[config.mk]
export PLATFORM = sky130hd
export DESIGN_NAME = line_interface_register_bank
export DESIGN_NICKNAME = d
export VERILOG_FILES = /design/src/hw/line_if_pkg.sv /design/src/hw/line_interface_register_bank.sv
export VERILOG_INCLUDE_DIRS = /design/src /design/src/hw
export SDC_FILE = /design/constraint.sdc
export NUM_CORES = 1
export LEC_CHECK = 0
export ABC_AREA = 1
export BUFFER_PORTS_ARGS = -buffer_cell sky130_fd_sc_hd__buf_2
export CAP_MARGIN = 20
export CORE_MARGIN = 5
export CORE_UTILIZATION = 50
export CTS_CLUSTER_SIZE = 30
export DETAILED_ROUTE_END_ITERATION = 7
export HOLD_SLACK_MARGIN = 0.15
export PLACE_DENSITY_LB_ADDON = 0.08
export SLEW_MARGIN = 25
export SYNTH_ARGS = -nofsm -noshare
export SYNTH_HDL_FRONTEND = slang
export SYNTH_SLANG_ARGS = --single-unit
[constraint.sdc]
create_clock -name mclk -period 2.1 [get_ports mclk]
set_clock_uncertainty 0.05 [all_clocks]
set_input_delay 0 -clock mclk [delete_from_list [all_inputs] [get_ports mclk]]
set_output_delay 0 -clock mclk [all_outputs]
set_load 0.01 [all_outputs]
[src/hw/line_if_params.svh]
// register map, field positions, reset values and timing of the line interface register bank
// assumes a 100 MHz mclk and a host driving the serial port synchronously to it
// Function
// - any reset-register write restores all defaults
// - reset register is write-only, stores nothing
// - global config bit 2 selects E1 or T1/J1
// - config bits 1-0 choose interrupt pin style
// - read-only revision byte at address zero
// - software reset completes within one microsecond
// - reading interrupt status releases interrupt pin
// - serial word: command byte then data byte
`ifndef LINE_IF_PARAMS_SVH
`define LINE_IF_PARAMS_SVH

`define ADDR_REVISION       5'h00
`define ADDR_SOFT_RESET     5'h01
`define ADDR_GLOBAL_CONFIG  5'h02
`define ADDR_LINE_IMPEDANCE 5'h03
`define ADDR_JITTER_CFG     5'h04
`define ADDR_TX_CONFIG_0    5'h05
`define ADDR_TX_CONFIG_1    5'h06
`define ADDR_TX_CONFIG_2    5'h07
`define ADDR_TX_CONFIG_3    5'h08
`define ADDR_TX_CONFIG_4    5'h09
`define ADDR_RX_CONFIG_0    5'h0A
`define ADDR_RX_CONFIG_1    5'h0B
`define ADDR_RX_CONFIG_2    5'h0C
`define ADDR_DIAG_PATTERN   5'h0D
`define ADDR_LOOPBACK       5'h0E
`define ADDR_INBAND_LENGTH  5'h0F
`define ADDR_TX_INBAND_CODE 5'h10
`define ADDR_RX_ACT_CODE    5'h11
`define ADDR_RX_DEACT_CODE  5'h12
`define ADDR_ERR_INSERT     5'h13
`define ADDR_IRQ_MASK_0     5'h14
`define ADDR_IRQ_MASK_1     5'h15
`define ADDR_IRQ_EDGE_SEL   5'h16
`define ADDR_RW_LAST        5'h16
`define ADDR_LINE_STATUS_0  5'h17
`define ADDR_LINE_STATUS_1  5'h18
`define ADDR_IRQ_STATUS_0   5'h19
`define ADDR_IRQ_STATUS_1   5'h1A
`define ADDR_ERR_COUNT_LOW  5'h1B
`define ADDR_ERR_COUNT_HIGH 5'h1C

`define RW_REG_COUNT        21
`define IDX_JITTER_CFG      2
`define IDX_TX_CONFIG_1     4

`define GCF_STANDARD_BIT    2
`define GCF_PIN_PUSHPULL    0
`define GCF_PIN_ACTIVE_HIGH 1

`define RESET_GENERIC       8'h00
`define RESET_JITTER_CFG    8'h20
`define RESET_TX_CONFIG_1   8'h10
`define RESET_GLOBAL_CONFIG 8'h00

`define SERIAL_CMD_LAST     5'h07
`define SERIAL_WORD_LAST    5'h0F
`define SERIAL_WORD_BITS    5'h10

`define CLOCK_PERIOD_NS     10
`define SOFT_RESET_MAX_NS   1000
`define SOFT_RESET_MAX_CYC  (`SOFT_RESET_MAX_NS / `CLOCK_PERIOD_NS)

`endif

[src/hw/line_if_pkg.sv]
// types of the line interface register bank
// assumes line_if_params.svh is included by the user of the widths
package line_if_pkg;

	typedef struct packed {
		logic            sclkPrev;
		logic [4:0]      bitCnt;
		logic [15:0]     shiftIn;
		logic [7:0]      shiftOut;
		logic            readCmd;
		logic [4:0]      addr;
		logic [20:0][7:0] rwRegs;
		logic [7:0]      irqStatus0;
		logic [7:0]      irqStatus1;
		logic [7:0]      statusPrev;
		logic [7:0]      countHighLatch;
		logic            irqOut;
		logic            irqOutEn;
		logic            serialOut;
		logic            serialOutEn;
	} bank_state_t;

endpackage : line_if_pkg

[src/hw/line_interface_register_bank.sv]
// serial-port register bank: control registers, status capture, interrupt pin and counter view
// assumes every input is synchronous to mclk; sclk is sampled, not used as a clock
`timescale 1ns/100ps
`include "line_if_params.svh"

module line_interface_register_bank
	import line_if_pkg::*;
#(
	// arbitrary neutral value
	parameter logic [7:0] REVISION_CODE = 8'h5A
) (
	input  wire logic         mclk,
	input  wire logic         rstn,
	input  wire logic         chipSelectN,
	input  wire logic         sclk,
	input  wire logic         serialIn,
	input  wire logic [7:0]   lineStatus0,
	input  wire logic [7:0]   lineStatus1,
	input  wire logic [7:0]   irqEvent1,
	input  wire logic [15:0]  errorCount,
	output logic              serialOut,
	output logic              serialOutEn,
	output logic              irqOut,
	output logic              irqOutEn,
	output logic              lineStandardSelect,
	output logic [167:0]      ctrlRegs
);

	bank_state_t state;
	bank_state_t next_state;
	bank_state_t resetState;

	always_comb begin
		resetState = '0;
		for (int i = 0; i < `RW_REG_COUNT; i++) begin
			resetState.rwRegs[i] = `RESET_GENERIC;
		end
		resetState.rwRegs[0] = `RESET_GLOBAL_CONFIG;
		resetState.rwRegs[`IDX_JITTER_CFG] = `RESET_JITTER_CFG;
		resetState.rwRegs[`IDX_TX_CONFIG_1] = `RESET_TX_CONFIG_1;
	end

	function automatic logic [7:0] read_reg(input bank_state_t s, input logic [4:0] a,
			input logic [7:0] st0, input logic [7:0] st1, input logic [15:0] cnt);
		logic [7:0] d;
		d = 8'h00;
		case (a)
			`ADDR_REVISION: begin
				d = REVISION_CODE;
			end
			`ADDR_GLOBAL_CONFIG: begin
				d = s.rwRegs[`ADDR_GLOBAL_CONFIG - `ADDR_GLOBAL_CONFIG];
			end
			`ADDR_LINE_IMPEDANCE: begin
				d = s.rwRegs[`ADDR_LINE_IMPEDANCE - `ADDR_GLOBAL_CONFIG];
			end
			`ADDR_JITTER_CFG: begin
				d = s.rwRegs[`ADDR_JITTER_CFG - `ADDR_GLOBAL_CONFIG];
			end
			`ADDR_TX_CONFIG_0: begin
				d = s.rwRegs[`ADDR_TX_CONFIG_0 - `ADDR_GLOBAL_CONFIG];
			end
			`ADDR_TX_CONFIG_1: begin
				d = s.rwRegs[`ADDR_TX_CONFIG_1 - `ADDR_GLOBAL_CONFIG];
			end
			`ADDR_TX_CONFIG_2: begin
				d = s.rwRegs[`ADDR_TX_CONFIG_2 - `ADDR_GLOBAL_CONFIG];
			end
			`ADDR_TX_CONFIG_3: begin
				d = s.rwRegs[`ADDR_TX_CONFIG_3 - `ADDR_GLOBAL_CONFIG];
			end
			`ADDR_TX_CONFIG_4: begin
				d = s.rwRegs[`ADDR_TX_CONFIG_4 - `ADDR_GLOBAL_CONFIG];
			end
			`ADDR_RX_CONFIG_0: begin
				d = s.rwRegs[`ADDR_RX_CONFIG_0 - `ADDR_GLOBAL_CONFIG];
			end
			`ADDR_RX_CONFIG_1: begin
				d = s.rwRegs[`ADDR_RX_CONFIG_1 - `ADDR_GLOBAL_CONFIG];
			end
			`ADDR_RX_CONFIG_2: begin
				d = s.rwRegs[`ADDR_RX_CONFIG_2 - `ADDR_GLOBAL_CONFIG];
			end
			`ADDR_DIAG_PATTERN: begin
				d = s.rwRegs[`ADDR_DIAG_PATTERN - `ADDR_GLOBAL_CONFIG];
			end
			`ADDR_LOOPBACK: begin
				d = s.rwRegs[`ADDR_LOOPBACK - `ADDR_GLOBAL_CONFIG];
			end
			`ADDR_INBAND_LENGTH: begin
				d = s.rwRegs[`ADDR_INBAND_LENGTH - `ADDR_GLOBAL_CONFIG];
			end
			`ADDR_TX_INBAND_CODE: begin
				d = s.rwRegs[`ADDR_TX_INBAND_CODE - `ADDR_GLOBAL_CONFIG];
			end
			`ADDR_RX_ACT_CODE: begin
				d = s.rwRegs[`ADDR_RX_ACT_CODE - `ADDR_GLOBAL_CONFIG];
			end
			`ADDR_RX_DEACT_CODE: begin
				d = s.rwRegs[`ADDR_RX_DEACT_CODE - `ADDR_GLOBAL_CONFIG];
			end
			`ADDR_ERR_INSERT: begin
				d = s.rwRegs[`ADDR_ERR_INSERT - `ADDR_GLOBAL_CONFIG];
			end
			`ADDR_IRQ_MASK_0: begin
				d = s.rwRegs[`ADDR_IRQ_MASK_0 - `ADDR_GLOBAL_CONFIG];
			end
			`ADDR_IRQ_MASK_1: begin
				d = s.rwRegs[`ADDR_IRQ_MASK_1 - `ADDR_GLOBAL_CONFIG];
			end
			`ADDR_IRQ_EDGE_SEL: begin
				d = s.rwRegs[`ADDR_IRQ_EDGE_SEL - `ADDR_GLOBAL_CONFIG];
			end
			`ADDR_LINE_STATUS_0: begin
				d = st0;
			end
			`ADDR_LINE_STATUS_1: begin
				d = st1;
			end
			`ADDR_IRQ_STATUS_0: begin
				d = s.irqStatus0;
			end
			`ADDR_IRQ_STATUS_1: begin
				d = s.irqStatus1;
			end
			`ADDR_ERR_COUNT_LOW: begin
				d = cnt[7:0];
			end
			`ADDR_ERR_COUNT_HIGH: begin
				d = s.countHighLatch;
			end
			// reset register and unmapped addresses read zero
			default: begin
				d = 8'h00;
			end
		endcase
		return d;
	endfunction : read_reg

	always_comb begin
		logic       rise;
		logic       fall;
		logic [7:0] cmd;
		logic [7:0] wdata;
		logic [7:0] edges;
		logic [7:0] clr0;
		logic [7:0] clr1;
		logic       softReset;
		logic       irqActive;
		logic [1:0] pinMode;
		rise = 1'b0;
		fall = 1'b0;
		cmd = 8'h00;
		wdata = 8'h00;
		edges = 8'h00;
		clr0 = 8'h00;
		clr1 = 8'h00;
		softReset = 1'b0;
		irqActive = 1'b0;
		pinMode = 2'b00;
		next_state = state;
		next_state.sclkPrev = sclk;
		rise = sclk & ~state.sclkPrev;
		fall = ~sclk & state.sclkPrev;

		if (chipSelectN) begin
			next_state.bitCnt = 5'h00;
			next_state.serialOutEn = 1'b0;
			next_state.readCmd = 1'b0;
		end else if (rise && state.bitCnt < `SERIAL_WORD_BITS) begin
			next_state.shiftIn = {serialIn, state.shiftIn[15:1]};
			next_state.bitCnt = state.bitCnt + 5'h01;
			if (state.bitCnt == `SERIAL_CMD_LAST) begin
				cmd = {serialIn, state.shiftIn[15:9]};
				next_state.readCmd = cmd[0];
				next_state.addr = cmd[5:1];
				if (cmd[0]) begin
					next_state.shiftOut = read_reg(state, cmd[5:1], lineStatus0,
						lineStatus1, errorCount);
					next_state.serialOut = next_state.shiftOut[0];
					next_state.serialOutEn = 1'b1;
					if (cmd[5:1] == `ADDR_IRQ_STATUS_0) begin
						clr0 = 8'hFF;
					end
					if (cmd[5:1] == `ADDR_IRQ_STATUS_1) begin
						clr1 = 8'hFF;
					end
					if (cmd[5:1] == `ADDR_ERR_COUNT_LOW) begin
						next_state.countHighLatch = errorCount[15:8];
					end
				end
			end
			if (state.bitCnt == `SERIAL_WORD_LAST && !state.readCmd) begin
				wdata = {serialIn, state.shiftIn[15:9]};
				case (state.addr)
					`ADDR_SOFT_RESET: begin
						softReset = 1'b1;
					end
					`ADDR_GLOBAL_CONFIG,
					`ADDR_LINE_IMPEDANCE,
					`ADDR_JITTER_CFG,
					`ADDR_TX_CONFIG_0,
					`ADDR_TX_CONFIG_1,
					`ADDR_TX_CONFIG_2,
					`ADDR_TX_CONFIG_3,
					`ADDR_TX_CONFIG_4,
					`ADDR_RX_CONFIG_0,
					`ADDR_RX_CONFIG_1,
					`ADDR_RX_CONFIG_2,
					`ADDR_DIAG_PATTERN,
					`ADDR_LOOPBACK,
					`ADDR_INBAND_LENGTH,
					`ADDR_TX_INBAND_CODE,
					`ADDR_RX_ACT_CODE,
					`ADDR_RX_DEACT_CODE,
					`ADDR_ERR_INSERT,
					`ADDR_IRQ_MASK_0,
					`ADDR_IRQ_MASK_1,
					`ADDR_IRQ_EDGE_SEL: begin
						next_state.rwRegs[state.addr - `ADDR_GLOBAL_CONFIG] = wdata;
					end
					// read-only and unmapped addresses ignore writes
					default: begin
					end
				endcase
			end
		end else if (fall && state.readCmd && state.bitCnt > 5'h08
				&& state.bitCnt < `SERIAL_WORD_BITS) begin
			next_state.shiftOut = {1'b0, state.shiftOut[7:1]};
			next_state.serialOut = state.shiftOut[1];
		end

		// status edges; edge-select one also catches falling
		next_state.statusPrev = lineStatus0;
		for (int i = 0; i < 8; i++) begin
			edges[i] = (lineStatus0[i] & ~state.statusPrev[i])
				| (state.rwRegs[`ADDR_RW_LAST - `ADDR_GLOBAL_CONFIG][i]
				& ~lineStatus0[i] & state.statusPrev[i]);
		end
		// set wins over read clear
		next_state.irqStatus0 = (state.irqStatus0 & ~clr0) | edges;
		next_state.irqStatus1 = (state.irqStatus1 & ~clr1) | irqEvent1;

		irqActive = |(next_state.irqStatus0 & next_state.rwRegs[18])
			| |(next_state.irqStatus1 & next_state.rwRegs[19]);
		if (clr0 != 8'h00 || clr1 != 8'h00) begin
			irqActive = 1'b0;
		end

		if (softReset) begin
			next_state.rwRegs = resetState.rwRegs;
			next_state.irqStatus0 = resetState.irqStatus0;
			next_state.irqStatus1 = resetState.irqStatus1;
			next_state.countHighLatch = resetState.countHighLatch;
			irqActive = 1'b0;
		end

		pinMode = next_state.rwRegs[0][1:0];
		case (pinMode)
			// open drain: only the enable moves
			2'b00, 2'b10: begin
				next_state.irqOut = 1'b0;
				next_state.irqOutEn = irqActive;
			end
			2'b11: begin
				next_state.irqOut = irqActive;
				next_state.irqOutEn = 1'b1;
			end
			2'b01: begin
				next_state.irqOut = ~irqActive;
				next_state.irqOutEn = 1'b1;
			end
			default: begin
				next_state.irqOut = 1'b0;
				next_state.irqOutEn = 1'b0;
			end
		endcase
	end

	always_ff @(posedge mclk) begin
		if (!rstn) begin
			state <= resetState;
		end else begin
			state <= next_state;
		end
	end

	assign serialOut = state.serialOut;
	assign serialOutEn = state.serialOutEn;
	assign irqOut = state.irqOut;
	assign irqOutEn = state.irqOutEn;
	assign lineStandardSelect = state.rwRegs[0][`GCF_STANDARD_BIT];
	assign ctrlRegs = state.rwRegs;

endmodule : line_interface_register_bank

==> impl_metrics.yaml <==
route:
  vias: 12762
  first_pass_iters: 6
  first_iter_violations: 1220
  drc: 0
  detail-route-antenna-nets: 0
  postRouteWirelength_um: 50100
  wl_per_cell_um: 23.1
  vias_per_cell: 5.89
sta:
  worstMarginPinSlew_ns: 0.467
  fmax_mhz: 400
  timing.final.hold_violations: 0
  timing.final.max_slew_violations: 0
  period_minus_slack_ns: 2.50
  setup_viol: 202
  postLayoutSetupSlackWorst_ns: -0.403
  finalCritPeriodShare: 1.19
  rsz0062_at_grt: "true"
  slew_headroom: 0.688
run_status:
  violations: "setup timing"
  run_status: "complete, but fails checks"
hold_path:
  hold_start: "errorCount[12]"
  endpoint_with_the_worst_hold_slack: "state[8]"
  hold_path_class: "primary input to flip-flop"
  worstHoldPathCells: 4
global_route:
  groute.usage.overall: 0.353
  first_pass_grt_wire_length_um: 71900
  pin_count_of_the_biggest_net_entering_global_routing: 31
  first_global_vias: 12100
  antenna_violations_before_repair: 0
  grt_overflow: 0
placement:
  gp_routability_congestion: 0.943
  portBuffers: 217
  dp_hpwl_um: 32100
  place_inst: 2002
pwr:
  worst_ir_drop_vdd_uv: 548
  clock_power_share: 0.468
  leakage_nw: 7.76
  internal_power_w: 0.00793
  total_power_w: 0.0105
  register_share_of_total_power: 0.422
  net_sw_frac: 0.247
  p_switching_w: 0.00260
  power_per_cell_area_mw_per_mm2: 600
  comb_power_share: 0.110
synthesis:
  asr_flop_ratio_synth: 0
  synth_ff_type: "dfxtp_1"
  synthCells: 1530
  synth.avg_cell_area_um2: 7.50
  ys.warnings.count: 0
  synth-seq-area-share: 0.401
  synth_enable_flop_cells: 0
  synth.net_count: 1580
  syn-cell-area_mm2: 0.0115
  ys_ff_latch: 230
  yosys.cell_types.count: 46
cts:
  cts_htree_levels: 1
  clock_sink_count: 230
  cts_tree: "done"
  cts.clk_slew.worst_paths_ns: 0.07
  clock_path_buffers: 3
  clock_latency_ns: 0.54
  cts_root_buffer: "clkbuf_16"
  cts_buffers: 25
critical_path:
  worstPathMaxFanout: 5
  critical_path.top_delay_family: "simple AND/OR/NAND/NOR gates"
  timing.critical_path.from_type: "flip-flop"
  critical_path_sink_type: "flip-flop"
  crit_path_cell_trace: "ha_4, nand2_2, nor2_2, ha_2, inv_2, nor2_4, nand3_4, buf_6, nor2_4, nand2_2, nor2_4, nand2_2, nand3_1, nand2_1, nor2_1, nand2_1, o21ai_2, nand2_1, nand2_1, nor2_1"
  regToRegStartpoint: "state[234]"
  critPathMostFrequentCell: "nand2_1"
  crit_path_top_delay_cell: "dfxtp_2"
  reg2reg_depth: 20
  worstSetupPathType: "flip-flop to flip-flop"
  cp_data_required_time_ns: 2.47
  worst_path_largest_cell_delay_ns: 0.35
  arrival_ns: 2.87
  reg2reg_slack_ns: -0.40
  critical_path_buf_inv_count: 2
  timing.rr.end: "irqOut"
floorplan:
  starting_density_of_the_core: 0.507
  core_area_mm2: 0.0226
  floorplan.rows: 55
  y_dimension_of_the_die_um: 162
  total_die_area_mm2: 0.0261
  die_x_um: 162
  io-pin-count: 218
finish:
  layout.filler_cells: 1632
  diodes: 0
  finalCoreUtilization: 0.775
  layout.cells.non_filler: 2165
  layout-drive-gt1-share: 0.483
  flow.area_growth_from_synthesis_pct: 52.8
  final_net_count: 1912
flow_run:
  drv_cap: 0
what timing repair did:
item,4_1_cts,5_1_grt
buffers inserted,32,28
pin swaps,49,56
cloned,24,9
gates resized for setup,360,266
endpoints found under the hold margin,88,0
hold buffers,44,0
endpoints found under the setup margin,202,202
per-stage QoR:
stage	hold slack (ns)	setup WS, ns	cell area [µm²]	setup TNS, ns
finish	0.194	-0.403	17500	-50.81
global route	0.208	-0.559	17500	-75.80
CTS	0.157	-0.368	16500	-44.41
detailed placement	0.176	-0.523	13200	-57.56
global placement	0.170	-0.456	13200	-46.42
floorplan	0.0435	-0.106	11500	-0.804
how the worst max path moves through the flow:
stage	cells past startpoint	to	from
after floorplan	17	irqOut	state[235]
after global placement	12	state[216]	state[229]
after detailed placement	12	state[216]	state[229]
after CTS	20	irqOut	state[235]
after global routing	20	irqOut	state[234]
final	20	irqOut	state[234]
cell usage after synthesis (4+ instances only):
library cell | instances | share of area
a21o_1 | 4 | 0.0026
buf_2 | 28 | 0.012
nor2_4 | 9 | 0.0088
a221oi_1 | 23 | 0.018
buf_4 | 171 | 0.11
inv_2 | 12 | 0.0039
nand2_1 | 226 | 0.074
a211oi_1 | 27 | 0.018
a22o_1 | 6 | 0.0046
ha_1 | 5 | 0.0054
clkbuf_1 | 33 | 0.011
nor2_1 | 111 | 0.036
o21ai_0 | 164 | 0.071
dfxtp_1 | 230 | 0.40
nand3_1 | 61 | 0.027
a32o_1 | 4 | 0.0035
mux2_2 | 5 | 0.0049
inv_1 | 120 | 0.039
o2111ai_1 | 5 | 0.0038
nand2_2 | 4 | 0.0022
nor3_1 | 9 | 0.0039
o21ai_1 | 11 | 0.0048
nor4_1 | 6 | 0.0033
nand4_1 | 20 | 0.011
a21oi_1 | 184 | 0.080
nor2_2 | 16 | 0.0087
cell type report:
class / count / area, µm² / share of cell area
well taps: 285 / 357 / 0.0203
inverters: 135 / 576 / 0.0328
flip-flops and latches: 230 / 4620 / 0.263
clock inverters: 13 / 203 / 0.0116
multi-input cells: 932 / 6420 / 0.366
repair buffers: 538 / 4660 / 0.265
clock buffers: 32 / 712 / 0.0406
power groups by stage:
stage	registers, W	clock network [W]	logic [W]
final	0.00444	0.00493	0.00116
after global routing	0.00444	0.00513	0.00120
after CTS	0.00444	0.00494	0.000995
after detailed placement	0.00453	0	0.000664
after global placement	0.00453	0	0.000665
after floorplan	0.00452	0	0.000300
flip-flops by register name, summed over array words and instances, names as in the netlist:
signal,count
ctrlRegs,168
irqOut,1
irqOutEn,1
serialOut,1
serialOutEn,1
state,58
per-layer routing:
metal,vias up,track usage,share of wire
li1,5690,-,-
met5,-,0,0
met4,0,0.146,0.059
met3,203,0.0661,0.10
met1,6105,0.473,0.39
met2,764,0.563,0.45
cell usage in the layout (no fill, tap or decap), drive strengths merged:
cell,count
bufinv,5
a211oi,27
a2111oi,1
o22ai,2
nand4,20
nand2,230
clkinv,9
clkbuf,38
o21bai,3
o2111ai,5
a31oi,1
clkinvlp,3
nor4,7
o211ai,3
a32o,4
buf,488
a21oi,184
inv,131
o21a,3
a21o,4
a22o,6
a311oi,1
dfxtp,230
o21ai,176
ha,5
a221oi,23
a41oi,1
dlygate4sd3,44
a22oi,2
nor3,15
mux2,5
nor2,138
nand3,64
o2bb2ai,1
xor2,1
kinds of logic after synthesis:
| group | after synthesis | synth area share |
|---|---|---|
| and+or+nand+nor | 473 | 0.188 |
| AOI/OAI and AO/OA | 447 | 0.220 |
| buffers and inverters | 369 | 0.180 |
| DFF | 230 | 0.401 |
| muxes | 5 | 0.00490 |
| adders and majority gates | 5 | 0.00545 |
| xor gates and xnor gates | 1 | 0.000763 |
worst register-to-register path: stages, from the launching register on:
cell and delay, ns:
dfxtp_2 0.35, ha_4 0.14, nand2_2 0.06, nor2_2 0.08, ha_2 0.17, inv_2 0.04
nor2_4 0.09, nand3_4 0.10, buf_6 0.15, nor2_4 0.12, nand2_2 0.09, nor2_4 0.19
nand2_2 0.08, nand3_1 0.09, nand2_1 0.06, nor2_1 0.11, nand2_1 0.08, o21ai_2 0.19
nand2_1 0.08, nand2_1 0.06, nor2_1 0.03
Note: power is estimated with default switching activity, not from simulation.
